File: src/core/chadc_pkg.sv
package chadc_pkg;
    // register byte addresses; 16-bit results are low byte first
    localparam logic [7:0] ADDR_CONTROL = 8'h26;
    localparam logic [7:0] ADDR_CHAN_OFF = 8'h27;
    localparam logic [7:0] ADDR_IBUS_LO = 8'h28;
    localparam logic [7:0] ADDR_IBUS_HI = 8'h29;
    localparam logic [7:0] ADDR_IBAT_LO = 8'h2a;
    localparam logic [7:0] ADDR_IBAT_HI = 8'h2b;

    // control register fields
    localparam int CTL_EN_BIT = 7;
    localparam int CTL_RATE_BIT = 6;
    localparam int CTL_RES_LSB = 4;
    localparam int CTL_AVG_BIT = 3;
    localparam int CTL_SEED_BIT = 2;
    localparam logic [7:0] CTL_WR_MASK = 8'hfc;
    localparam logic [7:0] CTL_RESET = 8'h30;
    localparam logic [7:0] CHAN_OFF_RESET = 8'h00;

    // channel indices in scan order; disable bit is 7 - index
    localparam logic [2:0] CH_IBUS = 3'h0;
    localparam logic [2:0] CH_IBAT = 3'h1;
    localparam logic [2:0] CH_LAST = 3'h7;

    // result fields: input current 15 bits at 15:1, battery 14 bits at 15:2
    localparam int IBUS_SHIFT = 1;
    localparam int IBAT_SHIFT = 2;
    localparam logic signed [15:0] IBUS_MIN = -16'sh07d0;
    localparam logic signed [15:0] IBUS_MAX = 16'sh07d0;
    localparam logic signed [15:0] IBAT_MIN = -16'sh0753;
    localparam logic signed [15:0] IBAT_MAX = 16'sh03e8;
    localparam logic [13:0] IBAT_ABORT = 14'h2000;

    typedef enum logic [1:0] {
        ST_IDLE = 2'b00,
        ST_SCAN = 2'b01,
        ST_WAIT = 2'b10
    } chadc_state_e;

    // request to the analog converter
    typedef struct packed {
        logic start;
        logic [2:0] chan;
        logic [1:0] res;
    } chadc_req_s;
endpackage

File: src/core/chadc_core.sv
`timescale 1ns/100ps
// Functional notes
// - control bit 7 enables conversions; reset value is disabled.
// - results reset to zero and hold the last value; disabling never clears.
// - control bit 6: 0 continuous conversion, 1 one-shot pass.
// - bits 5:4 pick 12, 11, 10 or 9 bit resolution; reset code 3.
// - bit 3 selects single result or running average.
// - bit 2: average starts from existing register value or fresh conversion.
// - disable register bits 7..0 skip channels; all enabled after reset.
// - input current is two's complement in bits 15:1, positive bus to mid node.
// - input current step 2 mA, clamped to plus or minus 4000 mA.
// - battery current is two's complement in bits 15:2, positive when charging.
// - battery current result is zero while charge_allow is low.
// - battery current step 4 mA, clamped to -7500..4000 mA.
// - battery current is non-negative in forward mode, non-positive on battery.
// - polarity flip during battery conversion aborts and loads code 0x8000.
// - one-shot completion pulses the done event unless masked.
module chadc_core
    import chadc_pkg::*;
(
    // clock and reset
    input wire logic clk_in,
    input wire logic srst_in,
    // register port from the serial interface
    input wire logic [7:0] reg_addr_in,
    input wire logic reg_wr_in,
    input wire logic [7:0] reg_wdata_in,
    input wire logic reg_rd_in,
    output logic [7:0] reg_rdata_out,
    // analog converter
    output chadc_req_s conv_req_out,
    input wire logic conv_done_in,
    input wire logic signed [15:0] conv_sample_in,
    // charger state
    input wire logic charge_allow_in,
    input wire logic fwd_mode_in,
    input wire logic bat_charging_in,
    input wire logic done_mask_in,
    // events
    output logic done_event_out
);
    logic [7:0] ctrl_q, ctrl_d;
    logic [7:0] chan_off_q;
    logic [14:0] ibus_field_q, ibus_field_d;
    logic [13:0] ibat_field_q, ibat_field_d;
    logic [1:0] seeded_q, seeded_d;
    logic pol_q;
    logic [2:0] ptr_q, ptr_d;
    chadc_state_e state_q, state_d;
    logic start_d;
    logic done_d, done_q;

    wire conv_en = ctrl_q[CTL_EN_BIT];
    wire one_shot = ctrl_q[CTL_RATE_BIT];
    wire avg_on = ctrl_q[CTL_AVG_BIT];
    wire seed_fresh = ctrl_q[CTL_SEED_BIT];
    wire [1:0] res_code = ctrl_q[CTL_RES_LSB +: 2];

    // register decode and read data
    wire wr_ctrl = reg_wr_in && (reg_addr_in == ADDR_CONTROL);
    wire wr_off = reg_wr_in && (reg_addr_in == ADDR_CHAN_OFF);
    wire [15:0] ibus_reg = {ibus_field_q, 1'b0};
    wire [15:0] ibat_reg = {ibat_field_q, 2'b00};
    logic [7:0] rd_mux;
    always_comb begin
        if (reg_addr_in == ADDR_CONTROL) begin
            rd_mux = ctrl_q & CTL_WR_MASK;
        end else if (reg_addr_in == ADDR_CHAN_OFF) begin
            rd_mux = chan_off_q;
        end else if (reg_addr_in == ADDR_IBUS_LO) begin
            rd_mux = ibus_reg[7:0];
        end else if (reg_addr_in == ADDR_IBUS_HI) begin
            rd_mux = ibus_reg[15:8];
        end else if (reg_addr_in == ADDR_IBAT_LO) begin
            rd_mux = ibat_reg[7:0];
        end else if (reg_addr_in == ADDR_IBAT_HI) begin
            rd_mux = ibat_reg[15:8];
        end else begin
            rd_mux = 8'h00;
        end
    end

    // channel scan
    wire chan_enabled = !chan_off_q[3'h7 - ptr_q];
    wire at_last = (ptr_q == CH_LAST);
    wire conv_fin = (state_q == ST_WAIT) && conv_done_in;

    always_comb begin
        state_d = state_q;
        ptr_d = ptr_q;
        start_d = 1'b0;
        done_d = 1'b0;
        ctrl_d = ctrl_q;
        if (wr_ctrl) begin
            ctrl_d = reg_wdata_in & CTL_WR_MASK;
        end
        case (state_q)
            ST_IDLE: begin
                ptr_d = 3'h0;
                if (conv_en) begin
                    state_d = ST_SCAN;
                end
            end
            ST_SCAN: begin
                if (!conv_en) begin
                    state_d = ST_IDLE;
                end else if (chan_enabled) begin
                    start_d = 1'b1;
                    state_d = ST_WAIT;
                end else if (at_last && one_shot) begin
                    done_d = 1'b1;
                    state_d = ST_IDLE;
                    if (!wr_ctrl) begin
                        ctrl_d[CTL_EN_BIT] = 1'b0;
                    end
                end else begin
                    ptr_d = ptr_q + 3'h1;
                end
            end
            ST_WAIT: begin
                if (!conv_en) begin
                    // abandon the channel; only a sample arriving in this same cycle still updates its result
                    state_d = ST_IDLE;
                end else if (conv_done_in) begin
                    if (at_last && one_shot) begin
                        done_d = 1'b1;
                        state_d = ST_IDLE;
                        if (!wr_ctrl) begin
                            ctrl_d[CTL_EN_BIT] = 1'b0;
                        end
                    end else begin
                        ptr_d = ptr_q + 3'h1;
                        state_d = ST_SCAN;
                    end
                end
            end
            default: state_d = ST_IDLE;
        endcase
    end

    // result arithmetic on field codes
    function automatic logic signed [15:0] avg2(input logic signed [15:0] a,
                                                input logic signed [15:0] b);
        logic signed [16:0] s;
        s = {a[15], a} + {b[15], b};
        return s[16:1];
    endfunction

    wire signed [15:0] ibus_div = conv_sample_in >>> IBUS_SHIFT;
    wire signed [15:0] ibat_div = conv_sample_in >>> IBAT_SHIFT;
    wire signed [15:0] ibus_clip = (ibus_div < IBUS_MIN) ? IBUS_MIN :
        (ibus_div > IBUS_MAX) ? IBUS_MAX : ibus_div;
    wire signed [15:0] ibat_clip = (ibat_div < IBAT_MIN) ? IBAT_MIN :
        (ibat_div > IBAT_MAX) ? IBAT_MAX : ibat_div;
    // forward mode cannot discharge, battery-only mode cannot charge
    wire signed [15:0] ibat_pol = fwd_mode_in ?
        (ibat_clip[15] ? 16'sh0000 : ibat_clip) :
        (ibat_clip[15] ? ibat_clip : 16'sh0000);
    wire signed [15:0] ibus_old = {ibus_field_q[14], ibus_field_q};
    wire signed [15:0] ibat_old = {{2{ibat_field_q[13]}}, ibat_field_q};
    // seed from register unless a fresh conversion was asked for
    wire [1:0] use_avg = {2{avg_on}} & (seeded_q | {2{!seed_fresh}});
    wire signed [15:0] ibus_new = use_avg[0] ? avg2(ibus_old, ibus_clip) : ibus_clip;
    wire signed [15:0] ibat_new = use_avg[1] ? avg2(ibat_old, ibat_pol) : ibat_pol;
    wire pol_flip = (pol_q != bat_charging_in);

    always_comb begin
        ibus_field_d = ibus_field_q;
        ibat_field_d = ibat_field_q;
        seeded_d = avg_on ? seeded_q : 2'b00;
        if (conv_fin && (ptr_q == CH_IBUS)) begin
            ibus_field_d = ibus_new[14:0];
            seeded_d[0] = avg_on;
        end
        if (!charge_allow_in) begin
            ibat_field_d = 14'h0000;
            seeded_d[1] = 1'b0;
        end else if (conv_fin && (ptr_q == CH_IBAT)) begin
            if (pol_flip) begin
                ibat_field_d = IBAT_ABORT;
            end else begin
                ibat_field_d = ibat_new[13:0];
                seeded_d[1] = avg_on;
            end
        end
    end

    always_ff @(posedge clk_in) begin
        if (srst_in) begin
            ctrl_q <= CTL_RESET;
            chan_off_q <= CHAN_OFF_RESET;
            ibus_field_q <= '0;
            ibat_field_q <= '0;
            seeded_q <= 2'b00;
            state_q <= ST_IDLE;
            ptr_q <= 3'h0;
            pol_q <= 1'b0;
            done_q <= 1'b0;
            reg_rdata_out <= 8'h00;
            conv_req_out <= '0;
        end else begin
            ctrl_q <= ctrl_d;
            if (wr_off) begin
                chan_off_q <= reg_wdata_in;
            end
            ibus_field_q <= ibus_field_d;
            ibat_field_q <= ibat_field_d;
            seeded_q <= seeded_d;
            state_q <= state_d;
            ptr_q <= ptr_d;
            // polarity is captured as the conversion starts
            if (start_d) begin
                pol_q <= bat_charging_in;
            end
            done_q <= done_d && !done_mask_in;
            if (reg_rd_in) begin
                reg_rdata_out <= rd_mux;
            end
            conv_req_out.start <= start_d;
            conv_req_out.chan <= ptr_q;
            conv_req_out.res <= res_code;
        end
    end

    assign done_event_out = done_q;
endmodule

File: config.mk
export PLATFORM = sky130hd
export DESIGN_NAME = chadc_core
export DESIGN_NICKNAME = d
export VERILOG_FILES = /design/src/core/chadc_pkg.sv /design/src/core/chadc_core.sv
export SDC_FILE = /design/constraint.sdc
export NUM_CORES = 1
export LEC_CHECK = 0
export BUFFER_PORTS_ARGS = -buffer_cell sky130_fd_sc_hd__buf_2
export CAP_MARGIN = 15
export CELL_PAD_IN_SITES_DETAIL_PLACEMENT = 2
export CELL_PAD_IN_SITES_GLOBAL_PLACEMENT = 2
export CORE_AREA = 2 2 122 124
export CTS_CLUSTER_SIZE = 20
export DETAILED_ROUTE_END_ITERATION = 7
export DIE_AREA = 0 0 124 126
export MAX_ROUTING_LAYER = met4
export PLACE_DENSITY = 0.88
export SETUP_SLACK_MARGIN = 0.1
export SLEW_MARGIN = 10
export SYNTH_ARGS = -nofsm -noshare
export SYNTH_HDL_FRONTEND = slang
export SYNTH_SLANG_ARGS = --single-unit
File: constraint.sdc
create_clock -name clk_in -period 3.74 [get_ports clk_in]
set_clock_uncertainty 0.05 [all_clocks]
set_input_delay 0.187 -clock clk_in [delete_from_list [all_inputs] [get_ports clk_in]]
set_output_delay 0.187 -clock clk_in [all_outputs]
set_load 0.01 [all_outputs]
Word-level counts from Yosys, hierarchy flattened
Cells that the tools add are included.
{ "totals": {"reg_bits": 66, "out_inout_bits": 15, "elab_cells": 114} }
{ "op_classes": {"magnitude_cmp": 5, "n_reduce_logical": 15, "eq_ne": 19, "n_bitwise": 3, "n_mux": 53, "addsub": 4} }
{ "op_table": {"columns": ["cell", "count"], "rows": [
  ["2-to-1 mux 16 bit", 4],
  ["2-to-1 mux 15 bit", 4],
  ["2-to-1 mux 8 bit", 7],
  ["equality test 8 x 6 -> 1 bit, second input constant", 6],
  ["2-to-1 mux 14 bit", 2],
  ["2-to-1 mux 1 bit", 19],
  ["adder 15 x 16 -> 16 bit", 1],
  ["adder 14 x 15 -> 15 bit", 1],
  ["> comparator 15 x 12 -> 1 bit, second input constant", 1],
  ["< comparator 15 x 12 -> 1 bit, second input constant", 1],
  ["2-to-1 mux 3 bit", 5],
  ["> comparator 14 x 11 -> 1 bit, second input constant", 1],
  ["< comparator 14 x 12 -> 1 bit, second input constant", 1],
  ["2-to-1 mux 2 bit", 7],
  ["inequality test 2 bit, second input constant", 5],
  ["case mux 3 bit (3 select lines)", 1],
  ["logical AND 1 bit", 7],
  ["case mux 2 bit (3 select lines)", 1],
  ["AND reduction 5 bit", 1],
  ["< comparator 3 x 4 -> 1 bit, second input constant", 1],
  ["inequality test 4 bit, second input constant", 1],
  ["case mux 1 bit (2 select lines)", 2],
  ["adder 3 x 1 -> 3 bit, second input constant", 1],
  ["binary-select mux 1 bit (select 3 bit)", 1],
  ["17 further kinds", 18]
]} }

Longest topological paths before layout
Gate-level depths: netlist of the first run.
{ "depth": {"word_depth": 8, "ltp_mapped": 15, "mapped_depth_nobuf": 15} }

Worst setup path after synthesis of the first run
No wires, ideal clock.
{ "synth_timing": {"kind": "input to register", "from": "input conv_sample_in[8]", "to": "register ibat_field_q[12]", "setup_time_ns": 0.120, "slack_ns": 0.667, "required_ns": 3.570, "arrival_time_ns": 2.903, "cell_stages": 13, "path_cell_list": "a2111oi_2 a21oi_1 o21ai_1 nor2_1 ha_1 a21o_1 a21o_1 a21oi_1 inv_1 or3_1 o211ai_2 nor4b_1 a211o_1"} }
{ "synth_via": {"elab_chain_cells": 8} }
{ "synth_rtl": {"columns": ["item", "line_no", "text"], "rows": [
  ["start, declared", "chadc_core.sv:33", "input wire logic signed [15:0] conv_sample_in,"],
  ["> comparator 14 x 11 -> 1 bit", "chadc_core.sv:154", "(ibat_div > IBAT_MAX) ? IBAT_MAX : ibat_div;"],
  ["2-to-1 mux 16 bit", "chadc_core.sv:154", null],
  ["2-to-1 mux 16 bit *", "chadc_core.sv:153", "wire signed [15:0] ibat_clip = (ibat_div < IBAT_MIN) ? IBAT_MIN :"],
  ["2-to-1 mux 15 bit (on tied branches)", "chadc_core.sv:158, chadc_core.sv:157", null],
  ["2-to-1 mux 15 bit *", "chadc_core.sv:156", "wire signed [15:0] ibat_pol = fwd_mode_in ?"],
  ["adder 14 x 15 -> 15 bit", "chadc_core.sv:145", "s = {a[15], a} + {b[15], b};"],
  ["2-to-1 mux 14 bit *", "chadc_core.sv:164", "wire signed [15:0] ibat_new = use_avg[1] ? avg2(ibat_old, ibat_pol) : ibat_pol;"],
  ["2-to-1 mux 14 bit *", "chadc_core.sv:179", "if (pol_flip) begin"],
  ["end signal, assigned", "chadc_core.sv:207", "ibat_field_q <= ibat_field_d;"],
  ["end, declared", "chadc_core.sv:45", "logic [13:0] ibat_field_q, ibat_field_d;"]
]} }
Mark *: on every way between the ends. The rest lies on a longest branch, timed or not.
A chain may end at the register's enable or synchronous reset.

Worst setup path in the final report of the first run
{ "layout_timing": {"from": "input conv_sample_in[7]", "to": "register ibus_field_q[11]"} }
{ "layout_via": {"elab_chain_cells": 5} }
{ "layout_rtl": {"columns": ["item", "line_no", "text"], "rows": [
  ["> comparator 15 x 12 -> 1 bit", "chadc_core.sv:152", "(ibus_div > IBUS_MAX) ? IBUS_MAX : ibus_div;"],
  ["2-to-1 mux 16 bit", "chadc_core.sv:152", null],
  ["2-to-1 mux 16 bit *", "chadc_core.sv:151", "wire signed [15:0] ibus_clip = (ibus_div < IBUS_MIN) ? IBUS_MIN :"],
  ["adder 15 x 16 -> 16 bit", "chadc_core.sv:145", null],
  ["2-to-1 mux 15 bit *", "chadc_core.sv:163", "wire signed [15:0] ibus_new = use_avg[0] ? avg2(ibus_old, ibus_clip) : ibus_clip;"],
  ["end signal, assigned", "chadc_core.sv:206", "ibus_field_q <= ibus_field_d;"],
  ["end, declared", "chadc_core.sv:44", "logic [14:0] ibus_field_q, ibus_field_d;"]
]} }
Marked as above.

==> results of run 1 <==
power by group through the flow:
stage                     combinational (W)  clock, W  sequential, W
after global placement             0.000217         0       0.000730
after floorplan                    0.000137         0       0.000733
final                              0.000252  0.000971       0.000716
after global routing               0.000270   0.00100       0.000716
after detailed placement           0.000233         0       0.000731
after CTS                          0.000246  0.000973       0.000716
how the worst min path moves through the flow:
stage	startpoint	endpoint	slack, ns	depth (start not counted)
2_1_floorplan	srst_in	conv_req_out[4]	0.22	1
3_3_place_gp	srst_in	reg_rdata_out[5]	0.38	2
5_1_grt	srst_in	reg_rdata_out[5]	0.06	2
4_1_cts	srst_in	reg_rdata_out[5]	0.04	2
3_5_place_dp	reg_wdata_in[4]	ctrl_q[4]	0.41	3
6_report	srst_in	reg_rdata_out[5]	0.04	2
worst max-delay path, stage by stage:
cell	delay, ns
buf_2	0.17
o21ai_1	0.14
nor2_1	0.22
a21oi_1	0.14
buf_4	0.16
nor2_2	0.30
nor2_1	0.13
nor2_1	0.17
ha_1	0.35
or2_2	0.32
a21oi_1	0.17
a31oi_1	0.07
buf_4	0.17
a311oi_2	0.32
xnor2_1	0.18
nand2_1	0.12
a211oi_2	0.31
kinds of logic after synthesis:
group | Yosys count | share of synthesized area
AO/OA/AOI/OAI | 197 | 0.2640
buffers and inverters | 50 | 0.03963
adder cells (fa/ha/maj) | 39 | 0.1021
flip-flops | 66 | 0.2683
XOR/XNOR | 14 | 0.02490
AND/OR/NAND/NOR | 252 | 0.2495
multiplexers | 15 | 0.05157
flip-flops by register name, summed over array words and instances (netlist names):
register,count
chan_off_q,8
pol_q,1
ptr_q,3
done_event_out,1
ibus_field_q,15
reg_rdata_out,8
state_q,2
seeded_q,2
ibat_field_q,14
ctrl_q,6
conv_req_out,6
cell usage in the layout, fill, tap and decap left out, drive strengths merged, types with 7 or more instances in the layout:
cell type and instances:
a211oi 17, a21o 13, a21oi 70, a22oi 7
a31oi 9, buf 67, clkbuf 9, dfxtp 66
ha 37, inv 25, mux4 7, nand2 57
nand2b 7, nand3 21, nor2 80, nor2b 14
nor3 22, o21a 10, o21ai 27, or2 7
or3 8, xnor2 9
per-stage QoR:
step	total power, W	instances	utilization
2_1_floorplan	0.0008692	633	-
3_3_place_gp	0.0009466	856	0.3777
3_5_place_dp	0.0009640	856	0.3777
4_1_cts	0.001934	872	0.4006
5_1_grt	0.001988	873	0.4024
6_report	0.001939	873	0.4024
layer usage:
metal	global-route usage	wire length, um	vias to the layer above	share of wire
met2	0.5055	11140	163	0.50
met4	0.1276	822	0	0.037
met5	-	0	-	0
li1	-	-	2419	-
met3	0.04484	876	62	0.040
met1	0.3504	9255	2718	0.42
cell type report:
type / instances / area (um^2) / share of cell area
multi-input cells: 517 / 3428 / 0.5953
flip-flops and latches: 66 / 1321 / 0.2294
repair buffers: 67 / 367.9 / 0.06387
well taps: 184 / 230.2 / 0.03997
clock buffers: 9 / 225.2 / 0.03910
clock inverters: 7 / 100.1 / 0.01738
inverters: 23 / 86.33 / 0.01499
what timing repair did:
action | in CTS | in global routing
buffers inserted | 0 | 1
endpoints found under the setup margin | 1 | 6
endpoints found under the hold margin | 0 | 0
resized for setup | 1 | 6
gates cloned | 0 | 0
pin swaps | 0 | 1
==> run_results.csv, run 1 <==
group,metric,value,unit
worst_setup_path,worstSetupEndpoint,"ibus_field_q[11]",
place,io_buffers,54,
timing,fmax,293.9,MHz
timing,worst_hold_slack,0.04176,ns
yosys,synth-edff-count,0,
clock_tree,cts_tree,"yes",
yosys,avgSynthCellArea,7.780,um^2
global_routing,grt_pass1_wl,34.58,mm
worst_setup_path,rrSetupSlack,0.86,ns
yosys,synth_area_leaders,"dfxtp_1 27%, ha_1 9.4%, a21oi_1 7.0%",
finish,fin_area,5759,um^2
yosys,ys_ff_latch,66,
worst_setup_path,critPathKind,"primary input to flip-flop",
worst_setup_path,r2r_start,"state_q[0]",
clock_tree,clock_path_buffers,2,
clock_tree,clkSlewWorstSetupHoldPaths,0.06,ns
yosys,synth_commonest_cells,"80 x nor2_1, 69 x a21oi_1, 66 x dfxtp_1",
worst_setup_path,cp.arrival,3.62,ns
worst_setup_path,worst_ep_required_time,3.95,ns
finish,nFillCells,1621,
timing,tightest_slew,1.090,ns
finish,drive_above_1_share,0.1655,
clock_tree,clk_latency,0.36,ns
worst_setup_path,endpoint_kind,"flip-flop",
detailed_routing,drt-initial-drc-count,397,
global_routing,grt_max_degree,50,
yosys,synth_area,4925,um^2
clock_tree,cts_num_sinks,66,
worst_setup_path,path_max_fanout,8,
timing,finalSetupTns,0,ns
clock_tree,ctsHoldBuffers,0,
floorplan,die_y,126,um
global_routing,first_global_vias,5995,
worst_setup_path,setup.worst_path.start_class,"primary input",
detailed_routing,via_count,5362,
timing,setup_violations,0,
floorplan,num_rows,44,
detailed_routing,wl_per_cell,25.31,um
power,power.net_switching,0.0005493,W
detailed_routing,routed_via_density,6.142,
global_routing,overflow,0,
floorplan,core,14310,um^2
worst_setup_path,r2r_cells,9,
yosys,synthCells,633,
yosys,synthArstFlopShare,0,
timing,post-route-min-period,3.402,ns
floorplan,die_w,124,um
place,pre_cts_ws,-0.03563,ns
detailed_routing,drcViolationCount,0,
power,comb_power_share,0.130,
yosys,yosysSeqAreaShare,0.2683,
finish,area_growth,16.95,%
finish,nNetsFinal,764,
global_routing,grt_antenna_before_repair,0,
power,p_leak,2.392,nW
clock_tree,root_buffer,"clkbuf_16",
place,gp_congestion,0.9278,
hold_path,hold_path_class,"primary input to flip-flop",
clock_tree,h-tree-depth,3,
status,status,"complete, no violations",
timing,rsz0062_at_grt,"false",
floorplan,pin_count,56,
floorplan,initial_core_util,0.3441,
yosys,ys.flop_type,"dfxtp_1",
detailed_routing,ant_nets,0,
worst_setup_path,r2r-end,"ibat_field_q[13]",
timing,fin_crit_sh,0.9098,
yosys,yosys.area.top_type,"dfxtp_1",
timing,hold_violations,0,
power,internal_power,0.001389,W
power,clkPwrFrac,0.501,
power,seqPwrFrac,0.369,
yosys,synth.distinct_cells,72,
global_routing,grt_usage,0.2993,
clock_tree,cts_inserted_buffers,9,
power,switching_share,0.2833,
yosys,synth_most_common_cell,"nor2_1",
detailed_routing,dr.pass1.iters,4,
detailed_routing,routed_wl,22.10,mm
power,ir_drop,219.3,uV
timing,report.final.slew_viol_count,0,
timing,timing.final.ws_setup,0.3375,ns
yosys,synth_nets,713,
place,place_hpwl,15.08,mm
yosys,yosys_warnings,0,
worst_setup_path,startpoint,"conv_sample_in[7]",
job,max_cap_viol_count,0,
finish,n_antenna_cell,0,
timing,slew_headroom,0.2720,
floorplan,die-area,15620,um^2
place,place_area,5406,um^2
power,power.density,336.6,nW/um^2
yosys,synth_top_area_share,0.2683,
(Power assumes the default switching activity.)
==> inputs of run 2 (changes only) <==
--- a/config.mk
+++ b/config.mk
@@ -9,12 +9,13 @@
 export CAP_MARGIN = 15
 export CELL_PAD_IN_SITES_DETAIL_PLACEMENT = 2
 export CELL_PAD_IN_SITES_GLOBAL_PLACEMENT = 2
-export CORE_AREA = 2 2 122 124
+export CORE_AREA = 2 2 120 122
+export CTS_BUF_LIST = sky130_fd_sc_hd__clkbuf_8
 export CTS_CLUSTER_SIZE = 20
 export DETAILED_ROUTE_END_ITERATION = 7
-export DIE_AREA = 0 0 124 126
+export DIE_AREA = 0 0 122 124
 export MAX_ROUTING_LAYER = met4
-export PLACE_DENSITY = 0.88
+export PLACE_DENSITY = 0.9
 export SETUP_SLACK_MARGIN = 0.1
 export SLEW_MARGIN = 10
 export SYNTH_ARGS = -nofsm -noshare
==> run 2 against run 1 <==
Count of clock-buffer cells in the layout stayed put. Final cell count is 0.57% lower. Final area is 1.8% lower. Maximum frequency is 2.1% lower. Critical path type unchanged. Largest power group unchanged.
==> run_results.csv, run 2 (same netlist as run 1, synthesis figures left out) <==
group,metric,value,unit
finish,layout_common_cells,"78 x nor2_1, 67 x a21oi_1, 66 x dfxtp_1",
timing,timing.final.ws_setup,0.2635,ns
worst_setup_path,slowest_stage,"fa_1",
place,place_area,5379,um^2
detailed_routing,routed_wl,23.82,mm
power,seqPwrFrac,0.420,
power,ir_drop,182.2,uV
clock_tree,clkSlewWorstSetupHoldPaths,0.09,ns
detailed_routing,dr.pass1.iters,7,
clock_tree,root_buffer,"clkbuf_8",
floorplan,num_rows,43,
finish,n_antenna_cell,0,
global_routing,overflow,0,
clock_tree,cts_tree,"yes",
finish,top_register,"ibus_field_q",
timing,post-route-min-period,3.476,ns
global_routing,grt_pass1_wl,36.41,mm
timing,tightest_slew,1.194,ns
finish,area_growth,14.79,%
timing,worst_hold_slack,0.006393,ns
job,max_cap_viol_count,0,
timing,rsz0062_at_grt,"true",
worst_setup_path,crit_family,"compound AO/OA/AOI/OAI gates",
clock_tree,cts_inserted_buffers,9,
global_routing,grt_max_degree,49,
power,comb_power_share,0.151,
worst_setup_path,worst_ep_required_time,3.96,ns
clock_tree,clock_path_buffers,2,
clock_tree,h-tree-depth,3,
finish,largest_reg_flops,15,
finish,nNetsFinal,763,
detailed_routing,via_count,5635,
worst_setup_path,critPathKind,"primary input to flip-flop",
floorplan,core,13720,um^2
timing,slew_headroom,0.2025,
status,status,"complete, no violations",
timing,report.final.slew_viol_count,0,
global_routing,first_global_vias,6052,
detailed_routing,routed_via_density,6.492,
power,p_leak,2.336,nW
finish,fin_area,5653,um^2
power,total_power,0.001701,W
place,place_hpwl,15.41,mm
finish,fin_util,0.4120,
clock_tree,clk_latency,0.38,ns
power,power.density,300.9,nW/um^2
worst_setup_path,crit_chain,"buf_2 > o21ai_1 > a2111o_1 > a21oi_1 > o21ai_1 > nor3b_2 > inv_1 > fa_1 > nor2b_1 > o21a_1 > o21ai_1 > a21boi_0 > nor3_1 > nor3_1 > o21ai_0 > a21oi_1",
detailed_routing,wl_per_cell,27.44,um
timing,fmax,287.6,MHz
timing,fin_crit_sh,0.9295,
timing,setup_violations,0,
finish,nFillCells,1546,
worst_setup_path,path_max_fanout,7,
place,pre_cts_ws,-0.1223,ns
detailed_routing,drcViolationCount,0,
floorplan,initial_core_util,0.3590,
hold_path,hold_path_class,"primary input to flip-flop",
place,gp_congestion,0.9217,
detailed_routing,ant_nets,0,
worst_setup_path,crit_buf_inv,2,
power,power.net_switching,0.0005270,W
timing,hold_violations,0,
worst_setup_path,max_stage_delay,0.42,ns
clock_tree,cts_num_sinks,66,
finish,drive_above_1_share,0.1642,
worst_setup_path,cp.arrival,3.70,ns
worst_setup_path,setup.worst_path.start_class,"primary input",
finish,final_common_cell,"nor2_1",
floorplan,die_y,124,um
floorplan,die-area,15130,um^2
power,switching_share,0.3098,
global_routing,grt_antenna_before_repair,0,
worst_setup_path,worst_path_most_repeated_cell,"o21ai_1",
floorplan,die_w,122,um
worst_setup_path,endpoint_kind,"flip-flop",
power,internal_power,0.001174,W
power,clkPwrFrac,0.429,
global_routing,grt_usage,0.3283,
finish,top_regs,"ibus_field_q: 15 flops, ibat_field_q: 14 flops",
floorplan,pin_count,56,
detailed_routing,drt-initial-drc-count,462,
place,io_buffers,54,
-- run 2: cell type report --
| type | instances | area, um^2 | share of cell area |
|---|---|---|---|
| flip-flops and latches | 66 | 1321 | 0.2337 |
| multi-input cells | 517 | 3442 | 0.6089 |
| inverters | 23 | 86.33 | 0.01527 |
| clock buffers | 9 | 123.9 | 0.02191 |
| clock inverters | 7 | 93.84 | 0.01660 |
| repair buffers | 66 | 360.3 | 0.06375 |
| well taps | 180 | 225.2 | 0.03984 |
-- run 2: per-stage QoR --
step           TNS, ns  instances
2_1_floorplan        0        633
3_3_place_gp         0        849
3_5_place_dp   -0.3418        849
4_1_cts              0        865
5_1_grt              0        868
6_report             0        868
-- run 2: final timing paths --
path                           from                to  slack [ns]  cells past startpoint
setup reg to reg         state_q[0]  ibus_field_q[13]        0.73                      9
hold reg to reg    reg_rdata_out[1]  reg_rdata_out[1]        0.45                      2
hold / removal         done_mask_in    done_event_out       0.006                      3
setup / recovery  conv_sample_in[7]   ibat_field_q[5]        0.26                     16
-- run 2: layer usage --
metal / up-vias / global-route usage / routed length (um)
met5: - / - / 0
met2: 240 / 0.5580 / 11860
li1: 2416 / - / -
met4: 0 / 0.1645 / 1233
met1: 2882 / 0.3778 / 9441
met3: 97 / 0.05037 / 1286
-- run 2: timing repair --
item / CTS / global route
endpoints found under the setup margin: 3 / 14
gates cloned: 0 / 0
pin swaps: 0 / 2
hold buffers: 0 / 0
resized for setup: 2 / 8
endpoints found under the hold margin: 0 / 0
setup buffers: 0 / 3
-- run 2: tightest hold or removal path, delay by kind of cell --
kind | cells | cell delay, ns
buf+inv | 1 | 0.07
simple gates | 2 | 0.13
-- run 2: power by group through the flow --
stage | Sequential (W) | Combinational, W | Clock (W)
floorplan | 0.000733 | 0.000137 | 0
global placement | 0.000730 | 0.000215 | 0
finish | 0.000715 | 0.000257 | 0.000729
global route | 0.000715 | 0.000275 | 0.000754
CTS | 0.000715 | 0.000246 | 0.000725
detailed placement | 0.000731 | 0.000234 | 0
==> inputs of run 3 (changes only) <==
--- a/config.mk
+++ b/config.mk
@@ -7,15 +7,13 @@
 export LEC_CHECK = 0
 export BUFFER_PORTS_ARGS = -buffer_cell sky130_fd_sc_hd__buf_2
 export CAP_MARGIN = 15
-export CELL_PAD_IN_SITES_DETAIL_PLACEMENT = 2
-export CELL_PAD_IN_SITES_GLOBAL_PLACEMENT = 2
-export CORE_AREA = 2 2 120 122
-export CTS_BUF_LIST = sky130_fd_sc_hd__clkbuf_8
+export CORE_AREA = 2 2 144 146
+export CTS_BUF_LIST = sky130_fd_sc_hd__clkbuf_8 sky130_fd_sc_hd__clkbuf_16
 export CTS_CLUSTER_SIZE = 20
 export DETAILED_ROUTE_END_ITERATION = 7
-export DIE_AREA = 0 0 122 124
+export DIE_AREA = 0 0 146 148
 export MAX_ROUTING_LAYER = met4
-export PLACE_DENSITY = 0.9
+export PLACE_DENSITY = 0.48
 export SETUP_SLACK_MARGIN = 0.1
 export SLEW_MARGIN = 10
 export SYNTH_ARGS = -nofsm -noshare
==> run 3 against run 2 <==
Routed wire length fell by 35%. Setup slack better by 0.28 ns. Register-to-register slack improved by 0.42 ns. Sequential share of layout area decreased by 0.60 points. Hold slack better by 0.044 ns. Final cell count increased by 11%. First-iteration DRC count shrank 36%. Count of clock-buffer cells in the layout is the same. Final area is 2.7% higher. Clock power is 12% higher. Sequential power barely moved. Largest power group unchanged.
==> run_results.csv, run 3 (same netlist as run 1, synthesis figures left out) <==
group,metric,value,unit
global_routing,use_met1,0.1948,
finish,area_growth,17.84,%
worst_setup_path,setup.worst_path.start_class,"primary input",
place,io_buffers,54,
detailed_routing,routed_via_density,4.930,
floorplan,initial_core_util,0.2458,
floorplan,num_rows,52,
place,place_area,5522,um^2
worst_setup_path,r2r_start,"ibus_field_q[1]",
clock_tree,cts_inserted_buffers,9,
power,p_leak,2.357,nW
timing,post-route-min-period,3.192,ns
finish,top_register,"ibus_field_q",
power,internal_power,0.001250,W
worst_setup_path,endpoint_kind,"flip-flop",
power,total_power,0.001756,W
place,pre_cts_ws,0.1405,ns
power,seqPwrFrac,0.407,
worst_setup_path,startpoint,"conv_sample_in[7]",
timing,report.final.slew_viol_count,0,
detailed_routing,routed_wl,15.47,mm
floorplan,die_y,148,um
worst_setup_path,worst_ep_required_time,3.92,ns
floorplan,die-area,21610,um^2
floorplan,pin_count,56,
power,clkPwrFrac,0.465,
floorplan,core,20040,um^2
hold_path,hp-start,"reg_wdata_in[0]",
timing,fin_crit_sh,0.8535,
worst_setup_path,cp.arrival,3.37,ns
timing,rsz0062_at_grt,"false",
place,gp_congestion,0.8387,
timing,fmax,313.3,MHz
global_routing,first_global_vias,4529,
power,power.density,302.6,nW/um^2
floorplan,die_w,146,um
worst_setup_path,rrSetupSlack,1.15,ns
clock_tree,clkSlewWorstSetupHoldPaths,0.06,ns
power,switching_share,0.2879,
timing,finalSetupTns,0,ns
clock_tree,postCtsSetupRepairBufs,0,
global_routing,grtUsageMet2,0.2384,
detailed_routing,dr.pass1.iters,5,
worst_setup_path,critPathKind,"primary input to flip-flop",
global_routing,grt_usage,0.1488,
finish,nFillCells,2231,
status,status,"complete, no violations",
global_routing,grt_antenna_before_repair,0,
detailed_routing,wl_per_cell,16.11,um
clock_tree,cts_num_sinks,66,
clock_tree,h-tree-depth,3,
global_routing,grtUsageMet3,0.01481,
timing,timing.final.ws_setup,0.5479,ns
finish,layout_common_cells,"80 x nor2_1, 69 x a21oi_1, 66 x dfxtp_1",
finish,nNetsFinal,764,
clock_tree,root_buffer,"clkbuf_16",
job,max_cap_viol_count,0,
power,ir_drop,164.7,uV
detailed_routing,via_count,4733,
global_routing,grt_max_degree,52,
hold_path,hold_path_class,"primary input to flip-flop",
power,power.net_switching,0.0005056,W
timing,tightest_slew,0.9608,ns
detailed_routing,ant_nets,0,
clock_tree,clock_path_buffers,2,
clock_tree,cts_resized,0,
place,place_hpwl,12.03,mm
finish,fin_util,0.2896,
finish,top_regs,"ibus_field_q: 15 flops, ibat_field_q: 14 flops",
clock_tree,cts_tree,"yes",
global_routing,overflow,0,
timing,slew_headroom,0.3581,
hold_path,min_path_cells,3,
global_routing,busiest_layer,"met2",
worst_setup_path,r2r-end,"ibus_field_q[11]",
clock_tree,ctsHoldBuffers,0,
finish,fin_area,5803,um^2
worst_setup_path,r2r_cells,11,
global_routing,grt_pass1_wl,24.78,mm
timing,hold_violations,0,
finish,drive_above_1_share,0.1582,
power,comb_power_share,0.128,
worst_setup_path,path_max_fanout,8,
worst_setup_path,worstSetupEndpoint,"ibat_field_q[12]",
timing,setup_violations,0,
detailed_routing,drt-initial-drc-count,296,
finish,final_common_cell,"nor2_1",
detailed_routing,drcViolationCount,0,
clock_tree,clk_latency,0.34,ns
finish,largest_reg_flops,15,
-- run 3: cell type report --
type	instances	area, um^2	share of cell area
multi-input combinational	517	3408	0.5873
sequential	66	1321	0.2277
timing repair buffer	67	367.9	0.06339
tap	270	337.8	0.05821
clock buffer	9	225.2	0.03881
inverter	23	86.33	0.01488
clock inverter	7	53.80	0.009271
antenna	1	2.502	0.0004312
-- run 3: how the worst min path moves through the flow --
stage          slack [ns]               to
3_5_place_dp         0.40    chan_off_q[0]
4_1_cts              0.04    chan_off_q[0]
3_3_place_gp         0.40        ctrl_q[5]
2_1_floorplan        0.22  conv_req_out[4]
5_1_grt              0.06    chan_off_q[0]
6_report             0.05    chan_off_q[0]
-- run 3: power by group through the flow --
stage	registers, W	logic, W	clock network, W
after floorplan	0.000733	0.000137	0
after global placement	0.000731	0.000224	0
after detailed placement	0.000731	0.000223	0
after CTS	0.000715	0.000225	0.000830
after global routing	0.000715	0.000249	0.000864
final	0.000715	0.000225	0.000816
-- run 3: critical path, stage by stage --
cell,delay (ns)
buf_2,0.16
o21ai_0,0.15
nor2_1,0.20
a21oi_1,0.11
buf_4,0.15
nor2_1,0.39
nor2_1,0.13
nor2_1,0.16
ha_1,0.28
a21o_1,0.20
a21o_1,0.17
a21oi_1,0.14
inv_1,0.08
or3_1,0.34
o211ai_2,0.20
nor4b_1,0.07
a211o_1,0.26
-- run 3: per-layer routing --
metal,part of all wire,vias up
li1,-,2426
met1,0.49,2196
met2,0.46,91
met3,0.030,20
met4,0.019,0
met5,0,-
-- run 3: per-stage QoR --
step / std cells / hold slack, ns
5_1_grt: 959 / 0.06251
2_1_floorplan: 633 / 0.2206
3_3_place_gp: 943 / 0.4007
4_1_cts: 959 / 0.04104
3_5_place_dp: 943 / 0.4049
6_report: 960 / 0.05072
